$ cat src/common/deerp_map.svh
`ifndef DEERP_MAP_SVH
`define DEERP_MAP_SVH
// ==========================================
// register map
`define DEERP_CSR_OFF 12'h02c
`define DEERP_ARR_BASE 12'h100
`define DEERP_CSR_RESET 8'h00
`define DEERP_BIT_START 0
`define DEERP_BIT_BWM 1
`define DEERP_BIT_IRQEN 2
// ==========================================
// timing
`define DEERP_ERASE_US 2000
`define DEERP_PROG_US 2000
`define DEERP_CLK_MHZ 25
`endif

$ cat src/common/deerp_pkg.sv
package deerp_pkg;
	typedef enum logic [3:0] {
		DEERP_IDLE = 4'b0001,
		DEERP_ERASE = 4'b0010,
		DEERP_PROG = 4'b0100,
		DEERP_DONE = 4'b1000
	} deerp_state_e;
	// cpu side power and vector events
	typedef struct packed {
		logic wait_instruction;
		logic halt_instruction;
		logic vector_fetch;
	} deerp_cpu_s;
endpackage

$ cat src/hdl/deerp_top.sv
`timescale 1ns/1ps
`include "deerp_map.svh"
// Functional notes
// - read mode serves array reads like ROM
// - write mode latches writes into sixteen latches
// - start bit programs latches into last written row
// - completion clears both bits, raises irq
// - vector fetch withdraws irq request
// - latches cleared at end/mode fall; AND
// - latched bytes cannot be read back
// - wait waits for running cycle end
// - halt aborts cycle immediately
// - array read in write mode returns zero
// - array write in read mode ignored
// - aborted cycle leaves cells unchanged
// - csr resets zero, bits 7:3 zero
// - software clears mode only when idle
// - start bit reads one while busy
// - erase and program timed internally
module deerp_top #(
	parameter int ERASE_CYC = (`DEERP_ERASE_US * `DEERP_CLK_MHZ),
	parameter int PROG_CYC = (`DEERP_PROG_US * `DEERP_CLK_MHZ),
	parameter int ROWS = 16
) (
	input wire logic hclk, // bus clock
	input wire logic hresetn, // async reset, low
	input wire logic hsel, // slave select
	input wire logic [31:0] haddr, // byte address
	input wire logic [1:0] htrans, // transfer type
	input wire logic hwrite, // write flag
	input wire logic [2:0] hsize, // transfer size
	input wire logic [31:0] hwdata, // write data
	input wire logic hready, // bus ready
	output logic [31:0] hrdata, // read data
	output logic hreadyout, // slave ready
	output logic hresp, // always okay
	input wire deerp_pkg::deerp_cpu_s cpu_evt, // cpu events
	output logic irq, // done interrupt request
	output logic wait_ack, // wait mode entered
	output logic halt_ack, // halt mode entered
	output logic busy // programming running
);
	import deerp_pkg::*;
	localparam int RB = $clog2(ROWS);
	localparam int CELLS = ROWS * 16;

	// ==========================================
	// parameter guard
	// the row index must be at least one bit wide, and the row number must fit the four row bits of the array window
	if (ERASE_CYC < 1 || PROG_CYC < 1 || ROWS < 2 || ROWS > 16) begin : g_bad_param
		$error("deerp_top: bad parameters");
	end

	// ==========================================
	// address decode, shared by the capture and read paths
	function automatic logic csr_hit(input logic [31:0] a);
		csr_hit = (a[11:0] == `DEERP_CSR_OFF);
	endfunction
	// only rows that exist answer; the rest of the window reads zero
	function automatic logic arr_hit(input logic [31:0] a);
		arr_hit = (a[11:8] == 4'(`DEERP_ARR_BASE >> 8)) && (int'(a[7:4]) < ROWS);
	endfunction
	// cell index of an array address: row above, column in the low nibble
	function automatic logic [RB+3:0] cell_idx(input logic [31:0] a);
		cell_idx = a[RB+3:0];
	endfunction

	// ==========================================
	// cell array and latch bank
	// the cells are plain storage; erase and program time is spent in the sequencer
	logic [7:0] cells [CELLS];
	logic [7:0] hold_r [16]; // latched bytes, write mode only
	logic [15:0] hold_v_r; // which latches hold a byte
	logic [RB-1:0] row_r; // row of the most recent array write
	logic prog_r; // start bit, reads one while busy
	logic bwm_r; // buffer write mode
	logic irqen_r; // done interrupt enable
	logic irq_r;
	logic wait_r;
	logic halt_r;
	deerp_state_e st_r;
	logic [31:0] cnt_r; // phase countdown

	// ==========================================
	// ahb address phase capture
	// only whole-word transfers are served; other sizes are not decoded
	logic ap_r, aw_r, acsr_r, aarr_r;
	logic [11:0] aa_r;
	wire take = hsel && hready && htrans[1] && (hsize == 3'h2);
	wire is_csr = csr_hit(haddr);
	wire is_arr = arr_hit(haddr);
	always_ff @(posedge hclk or negedge hresetn) begin
		if (!hresetn) begin
			ap_r <= 1'b0;
			aw_r <= 1'b0;
			acsr_r <= 1'b0;
			aarr_r <= 1'b0;
			aa_r <= 12'h000;
		end else begin
			ap_r <= take;
			aw_r <= hwrite;
			acsr_r <= take && is_csr;
			aarr_r <= take && is_arr;
			aa_r <= haddr[11:0];
		end
	end

	// ==========================================
	// data phase decode
	wire wr_csr = ap_r && aw_r && acsr_r;
	wire wr_arr = ap_r && aw_r && aarr_r && bwm_r && !prog_r;
	wire [3:0] col = aa_r[3:0];
	wire [7:0] wd = hwdata[7:0];
	wire done = (st_r == DEERP_DONE);
	// software may clear buffer mode only when start bit already clear
	wire bwm_clr_ok = !prog_r && !wd[`DEERP_BIT_BWM];
	// start needs write mode already set; a halt in the same cycle wins
	wire start = wr_csr && wd[`DEERP_BIT_START] && !prog_r && bwm_r && !halt_r;
	// clearing the start bit mid-cycle abandons the row; cells are left as they are
	wire sw_abort = wr_csr && prog_r && !wd[`DEERP_BIT_START];
	wire bwm_fall = bwm_r && ((wr_csr && bwm_clr_ok) || done);
	// the array answers from its address cycle, so no wait state is ever needed
	assign hreadyout = 1'b1;
	assign hresp = 1'b0;

	// ==========================================
	// csr
	// completion and halt outrank a software write in the same cycle
	always_ff @(posedge hclk or negedge hresetn) begin
		if (!hresetn) begin
			prog_r <= 1'b0;
			bwm_r <= 1'b0;
			irqen_r <= 1'b0;
		end else if (done || halt_r) begin
			prog_r <= 1'b0;
			bwm_r <= 1'b0;
		end else if (wr_csr) begin
			irqen_r <= wd[`DEERP_BIT_IRQEN];
			if (start)
				prog_r <= 1'b1;
			else if (sw_abort)
				prog_r <= 1'b0;
			if (wd[`DEERP_BIT_BWM] && !prog_r)
				bwm_r <= 1'b1;
			else if (bwm_clr_ok)
				bwm_r <= 1'b0;
		end
	end

	// ==========================================
	// latches: and-merge on rewrite, cleared at end or mode fall
	// a rewrite can only drop ones, as a cell cannot gain ones without an erase
	always_ff @(posedge hclk or negedge hresetn) begin
		if (!hresetn) begin
			hold_v_r <= 16'h0000;
			row_r <= '0;
		end else if (bwm_fall || halt_r) begin
			hold_v_r <= 16'h0000;
		end else if (wr_arr) begin
			hold_v_r[col] <= 1'b1;
			row_r <= aa_r[RB+3:4];
		end
	end
	// the data bytes carry no reset; the valid mask decides what is used
	always_ff @(posedge hclk) begin
		if (wr_arr)
			hold_r[col] <= hold_v_r[col] ? (hold_r[col] & wd) : wd;
	end

	// ==========================================
	// programming sequencer
	// erase chained into program; both spans are counted here, software supplies no timing
	always_ff @(posedge hclk or negedge hresetn) begin
		if (!hresetn) begin
			st_r <= DEERP_IDLE;
			cnt_r <= 32'h0;
		end else begin
			case (st_r)
				DEERP_IDLE: if (start) begin
					st_r <= DEERP_ERASE;
					cnt_r <= 32'(ERASE_CYC - 1);
				end
				DEERP_ERASE: if (halt_r || sw_abort) st_r <= DEERP_IDLE;
				else if (cnt_r == 0) begin
					st_r <= DEERP_PROG;
					cnt_r <= 32'(PROG_CYC - 1);
				end else cnt_r <= cnt_r - 32'h1;
				DEERP_PROG: if (halt_r || sw_abort) st_r <= DEERP_IDLE;
				else if (cnt_r == 0) st_r <= DEERP_DONE;
				else cnt_r <= cnt_r - 32'h1;
				DEERP_DONE: st_r <= DEERP_IDLE;
				default: st_r <= DEERP_IDLE;
			endcase
		end
	end
	// cells take latched bytes at the end of the program phase only
	always_ff @(posedge hclk) begin
		if (st_r == DEERP_PROG && cnt_r == 0 && !halt_r && !sw_abort) begin
			for (int i = 0; i < 16; i++)
				if (hold_v_r[i])
					cells[{row_r, 4'(i)}] <= hold_r[i];
		end
	end

	// ==========================================
	// interrupt, wait and halt
	// wait is only granted while idle, so a running cycle always finishes first
	always_ff @(posedge hclk or negedge hresetn) begin
		if (!hresetn) begin
			irq_r <= 1'b0;
			wait_r <= 1'b0;
			halt_r <= 1'b0;
		end else begin
			// completion beats a simultaneous vector fetch
			if (done && irqen_r)
				irq_r <= 1'b1;
			else if (cpu_evt.vector_fetch)
				irq_r <= 1'b0;
			wait_r <= cpu_evt.wait_instruction && !prog_r;
			halt_r <= cpu_evt.halt_instruction;
		end
	end
	assign irq = irq_r;
	assign wait_ack = wait_r;
	assign halt_ack = halt_r;
	assign busy = prog_r;

	// ==========================================
	// read data; no path from latches, array silent in write mode
	// an array read in write mode returns zero, standing in for the undriven bus
	wire [31:0] csr_rd = {29'h0, irqen_r, bwm_r, prog_r};
	always_ff @(posedge hclk or negedge hresetn) begin
		if (!hresetn)
			hrdata <= 32'h0;
		else if (take && !hwrite && is_csr)
			hrdata <= csr_rd;
		else if (take && !hwrite && is_arr && !bwm_r)
			hrdata <= {24'h0, cells[cell_idx(haddr)]};
		else
			hrdata <= 32'h0;
	end

	// ==========================================
	// checks
	// csr and completion
	chk_done_clears: assert property (@(posedge hclk) disable iff (!hresetn)
		done |=> !prog_r && !bwm_r) else $error("done did not clear bits");
	chk_irq_set: assert property (@(posedge hclk) disable iff (!hresetn)
		done && irqen_r |=> irq) else $error("irq not raised");
	chk_irq_quiet: assert property (@(posedge hclk) disable iff (!hresetn)
		!irq && !(done && irqen_r) |=> !irq) else $error("irq raised without completion");
	chk_irq_drop: assert property (@(posedge hclk) disable iff (!hresetn)
		cpu_evt.vector_fetch && !done |=> !irq) else $error("irq not withdrawn");
	chk_busy_reads: assert property (@(posedge hclk) disable iff (!hresetn)
		start |=> prog_r [*3]) else $error("start bit not held");
	chk_mode_hold: assert property (@(posedge hclk) disable iff (!hresetn)
		prog_r && !done && !halt_r |=> bwm_r) else $error("mode cleared while busy");
	chk_seq_chain: assert property (@(posedge hclk) disable iff (!hresetn)
		st_r == DEERP_ERASE && cnt_r == 0 && !halt_r && !sw_abort |=> st_r == DEERP_PROG)
		else $error("erase not chained into program");

	// latch path
	chk_no_wr_read: assert property (@(posedge hclk) disable iff (!hresetn)
		wr_arr |-> bwm_r) else $error("write latched in read mode");
	chk_latch_clear: assert property (@(posedge hclk) disable iff (!hresetn)
		bwm_fall |=> hold_v_r == 16'h0000) else $error("latches kept");
	chk_hold_and: assert property (@(posedge hclk) disable iff (!hresetn)
		wr_arr && hold_v_r[col] |=> hold_r[$past(col)] == $past(hold_r[col] & wd))
		else $error("rewrite did not merge");

	// read path and bus
	chk_silent_read: assert property (@(posedge hclk) disable iff (!hresetn)
		take && !hwrite && is_arr && bwm_r |=> hrdata == 32'h0) else $error("array drove in write mode");
	chk_csr_reserved: assert property (@(posedge hclk) disable iff (!hresetn)
		take && !hwrite && is_csr |=> hrdata[31:3] == 29'h0) else $error("reserved csr bits set");
	chk_bus_okay: assert property (@(posedge hclk) disable iff (!hresetn)
		hreadyout && !hresp) else $error("bus stalled or errored");

	// power modes
	chk_halt_abort: assert property (@(posedge hclk) disable iff (!hresetn)
		halt_r |=> st_r == DEERP_IDLE && !prog_r) else $error("halt did not abort");
	chk_halt_ack: assert property (@(posedge hclk) disable iff (!hresetn)
		cpu_evt.halt_instruction |=> halt_ack) else $error("halt not entered");
	chk_wait_busy: assert property (@(posedge hclk) disable iff (!hresetn)
		prog_r |=> !wait_ack) else $error("wait entered during cycle");
	chk_wait_idle: assert property (@(posedge hclk) disable iff (!hresetn)
		cpu_evt.wait_instruction && !prog_r |=> wait_ack) else $error("wait not entered when idle");

	// main scenarios
	cov_program: cover property (@(posedge hclk) disable iff (!hresetn) done && hold_v_r != 16'h0000);
	cov_irq: cover property (@(posedge hclk) disable iff (!hresetn) irq ##1 cpu_evt.vector_fetch);
	cov_and: cover property (@(posedge hclk) disable iff (!hresetn) wr_arr && hold_v_r[col]);
	cov_abort: cover property (@(posedge hclk) disable iff (!hresetn) sw_abort);
	cov_halt: cover property (@(posedge hclk) disable iff (!hresetn) halt_r && st_r != DEERP_IDLE);
endmodule

$ cat config.mk
export PLATFORM = sky130hd
export DESIGN_NAME = deerp_top
export DESIGN_NICKNAME = d
export VERILOG_FILES = /design/src/common/deerp_pkg.sv /design/src/hdl/deerp_top.sv
export VERILOG_INCLUDE_DIRS = /design/src /design/src/common
export SDC_FILE = /design/constraint.sdc
export NUM_CORES = 2
export LEC_CHECK = 0
export BUFFER_PORTS_ARGS = -buffer_cell sky130_fd_sc_hd__buf_2
export CAP_MARGIN = 20
export CORE_MARGIN = 5
export CORE_UTILIZATION = 30
export CTS_CLUSTER_DIAMETER = 150
export DETAILED_ROUTE_END_ITERATION = 10
export PLACE_DENSITY = 0.54
export SYNTH_ARGS = -nofsm -noshare
export SYNTH_HDL_FRONTEND = slang
export SYNTH_SLANG_ARGS = --single-unit
$ cat constraint.sdc
create_clock -name hclk -period 10.57 [get_ports hclk]
set_input_delay 2.114 -clock hclk [delete_from_list [all_inputs] [get_ports hclk]]
set_output_delay 2.114 -clock hclk [all_outputs]
set_load 0.01 [all_outputs]
==> reports/results.txt <==
Number of flops mapped to enable cells by yosys - 2176
Clock H-tree levels - 4
Status - completed
Initial DRC Count - 7917
Cell total after placement - 8152
Worst setup SP type - input port
Cell Area, Synth - 0.08799 mm2
Pin count of the biggest net entering global routing - 72
Vias in the first global route - 45950
GRT Total Usage - 0.2332
Synth top area share - 0.7426
Die footprint - 0.3042 mm2
Fraction of layout cells with a size suffix above 1 - 0.2517
Number of distinct library cells after synthesis - 77
# hold bufs at CTS - 0
Area contributors post-synth - edfxtp_1 (74%), mux4_2 (14%), dfrtp_1 (2.3%)
Clock transition at path regs - 70 ps
Crit Reg-Reg Endpoint - cells[95][0]
Final Cycle Share - 0.5428
Tmin final - 5738 ps
Most used DFF post-synth - edfxtp_1
DRC - 0
Max-Cap Viols - 0
Register area share after synthesis - 0.7660
GRT overflow - 0
I/O pin cnt - 115
Maximum clock path buffer count - 3
Nets@finish - 4559
HPWL after DPL - 242700 um
Reg2reg setup slack - 5700 ps
Die Y - 551.6 um
Area leader, netlist - edfxtp_1
Gpl congestion - 1.007
Synth Instances - 4246
Starting density of the core - 0.3018
Port bufs - 43
Critical Setup Path Class - input port to flop
Final setup violation count - 0
Clk root buf - clkbuf_16
Core Util, Final - 0.3472
Hold WS - 495.9 ps
Initial antenna violation count - 71
Post_cts resized - 0
CP startpoint - haddr[0]
Avg Cell Area, Syn - 20.72 um2
Warnings, synthesis - 0
Post-DRT Antenna Nets - 0
Worst R2R Path Depth - 10
Pre-antenna DRT Iters - 8
Count of final hold-check violations - 0
Worst setup EP type - flop
Total wire length - 361300 um
Maximum VDD drop - 150.2 uV
Vias per Instance - 5.669
Pre-CTS setup slack - 4064 ps
Fmax - 0.1743 GHz
Overall power - 18.73 mW
RSZ-0062 raised after global routing - false
Max Slew Vio Count - 0
Hold depth - 1
Core Region - 0.2916 mm2
Hold Crit Class - flop to flop
First-pass GRT wire length - 466600 um
Fill count - 27130
CTS Buf Count - 222
# Post-CTS Setup Buffers - 0
Top-count cell post-synth - edfxtp_1
Worst flop-to-flop path startpoint - cnt_r[0]
CP max FO - 54
Least-Margin Pin Slew - 1446 ps
Drt wl/cell - 42.07 um
FF+latch count, synth - 2258
Post-route design area - 0.1012 mm2
P_leak - 31.55 nW
Setup ws final - 4832 ps
Rows - 198
Arrival @ worst endpoint - 6520 ps
TritonCTS clock tree - done
PwrDens - 185.0 mW/mm2
Placed Area - 0.09371 mm2
Setup TNS - 0 ps
Slew Limit Headroom - 0.03623
Worst Hold Launch - aa_r[4]
Post-synth ARST share - 0.03632
CTS sink count - 2258
Die Wd - 551.6 um
Clock Skew - 29.77 ps
Most frequent cells after synthesis - edfxtp_1 (2176), mux4_2 (549), nor2_1 (329)
Worst Hold Path EP - row_r[0]
Skew-Pair Late Insertion Delay - 900 ps
WP data required - 11350 ps
Area growth from synthesis to layout - 15.06%
Vias - 48700
Fin cells - 8590
report_power, final:
| part | switching, mW | total (mW) | internal [mW] |
|---|---|---|---|
| Sequential | 0.00524 | 9.68 | 9.67 |
| Clock | 3.55 | 8.14 | 4.60 |
| Combinational | 0.632 | 0.913 | 0.281 |
| Total | 4.18 | 18.7 | 14.5 |
kinds of logic after synthesis:
family,count (synthesis),synth area share
DFF,2258,0.7660
muxes,703,0.1582
and+or+nand+nor,649,0.03286
AOI/OAI and AO/OA,345,0.02675
buffers and inverters,275,0.01466
xor gates and xnor gates,13,0.001294
other,2,0.00008535
adders and majority gates,1,0.0001422
routing by layer:
| metal | global-route usage | up-vias | share of wire |
|---|---|---|---|
| met1 | 0.3043 | 26520 | 0.37 |
| met3 | 0.06938 | 670 | 0.11 |
| met2 | 0.3503 | 3422 | 0.44 |
| li1 | - | 18080 | - |
| met5 | 0 | - | 0.00022 |
| met4 | 0.1270 | 12 | 0.067 |
how the worst max path moves through the flow:
stage                           end  depth (start not counted)  slack (ps)
after floorplan           hrdata[0]                          9        5880
after global placement    hrdata[1]                         10        4120
after detailed placement  hrdata[1]                         10        4060
after CTS                 hrdata[1]                         10        5030
after global routing      hrdata[4]                         10        4850
final                     hrdata[5]                          8        4830
critical path, stage by stage:
cell,delay (ps)
buf_8,560
buf_4,680
mux4_2,640
mux2i_1,500
o21ai_0,380
o311ai_0,1040
a31oi_1,190
a22o_1,250
layout make-up:
| type | count | area [um2] | area share |
|---|---|---|---|
| flip-flops and latches | 2258 | 67400 | 0.6657 |
| multi-input cells | 1737 | 19440 | 0.1920 |
| clock buffers | 272 | 5917 | 0.05844 |
| well taps | 3900 | 4880 | 0.04820 |
| repair buffers | 248 | 2006 | 0.01981 |
| clock inverters | 143 | 1499 | 0.01481 |
| inverters | 14 | 56.30 | 0.0005561 |
| diodes | 18 | 45.04 | 0.0004449 |
sequential cells by signal (all words and copies together), names as in the netlist:
register	flops
ap_r	1
halt_ack	1
cells	2048
hold_v_r	16
aarr_r	1
hold_r	128
acsr_r	1
aa_r	8
cnt_r	32
st_r	4
wait_ack	1
bwm_r	1
irqen_r	1
irq	1
busy	1
hrdata	8
aw_r	1
row_r	4
placed cells by master (no fill, tap or decap), types with 28 or more instances in the layout:
master     count
edfxtp_1    2176
mux4_2       549
nor2_1       328
clkbuf_16    225
buf_4        190
mux2i_1      141
nand2_1      137
dfrtp_1       79
a21oi_1       68
o21ai_0       60
clkinv_1      56
clkinv_2      46
buf_2         38
clkbuf_1      36
a22oi_1       35
nor3_1        28
No activity file was read; power rests on OpenSTA's default activity.
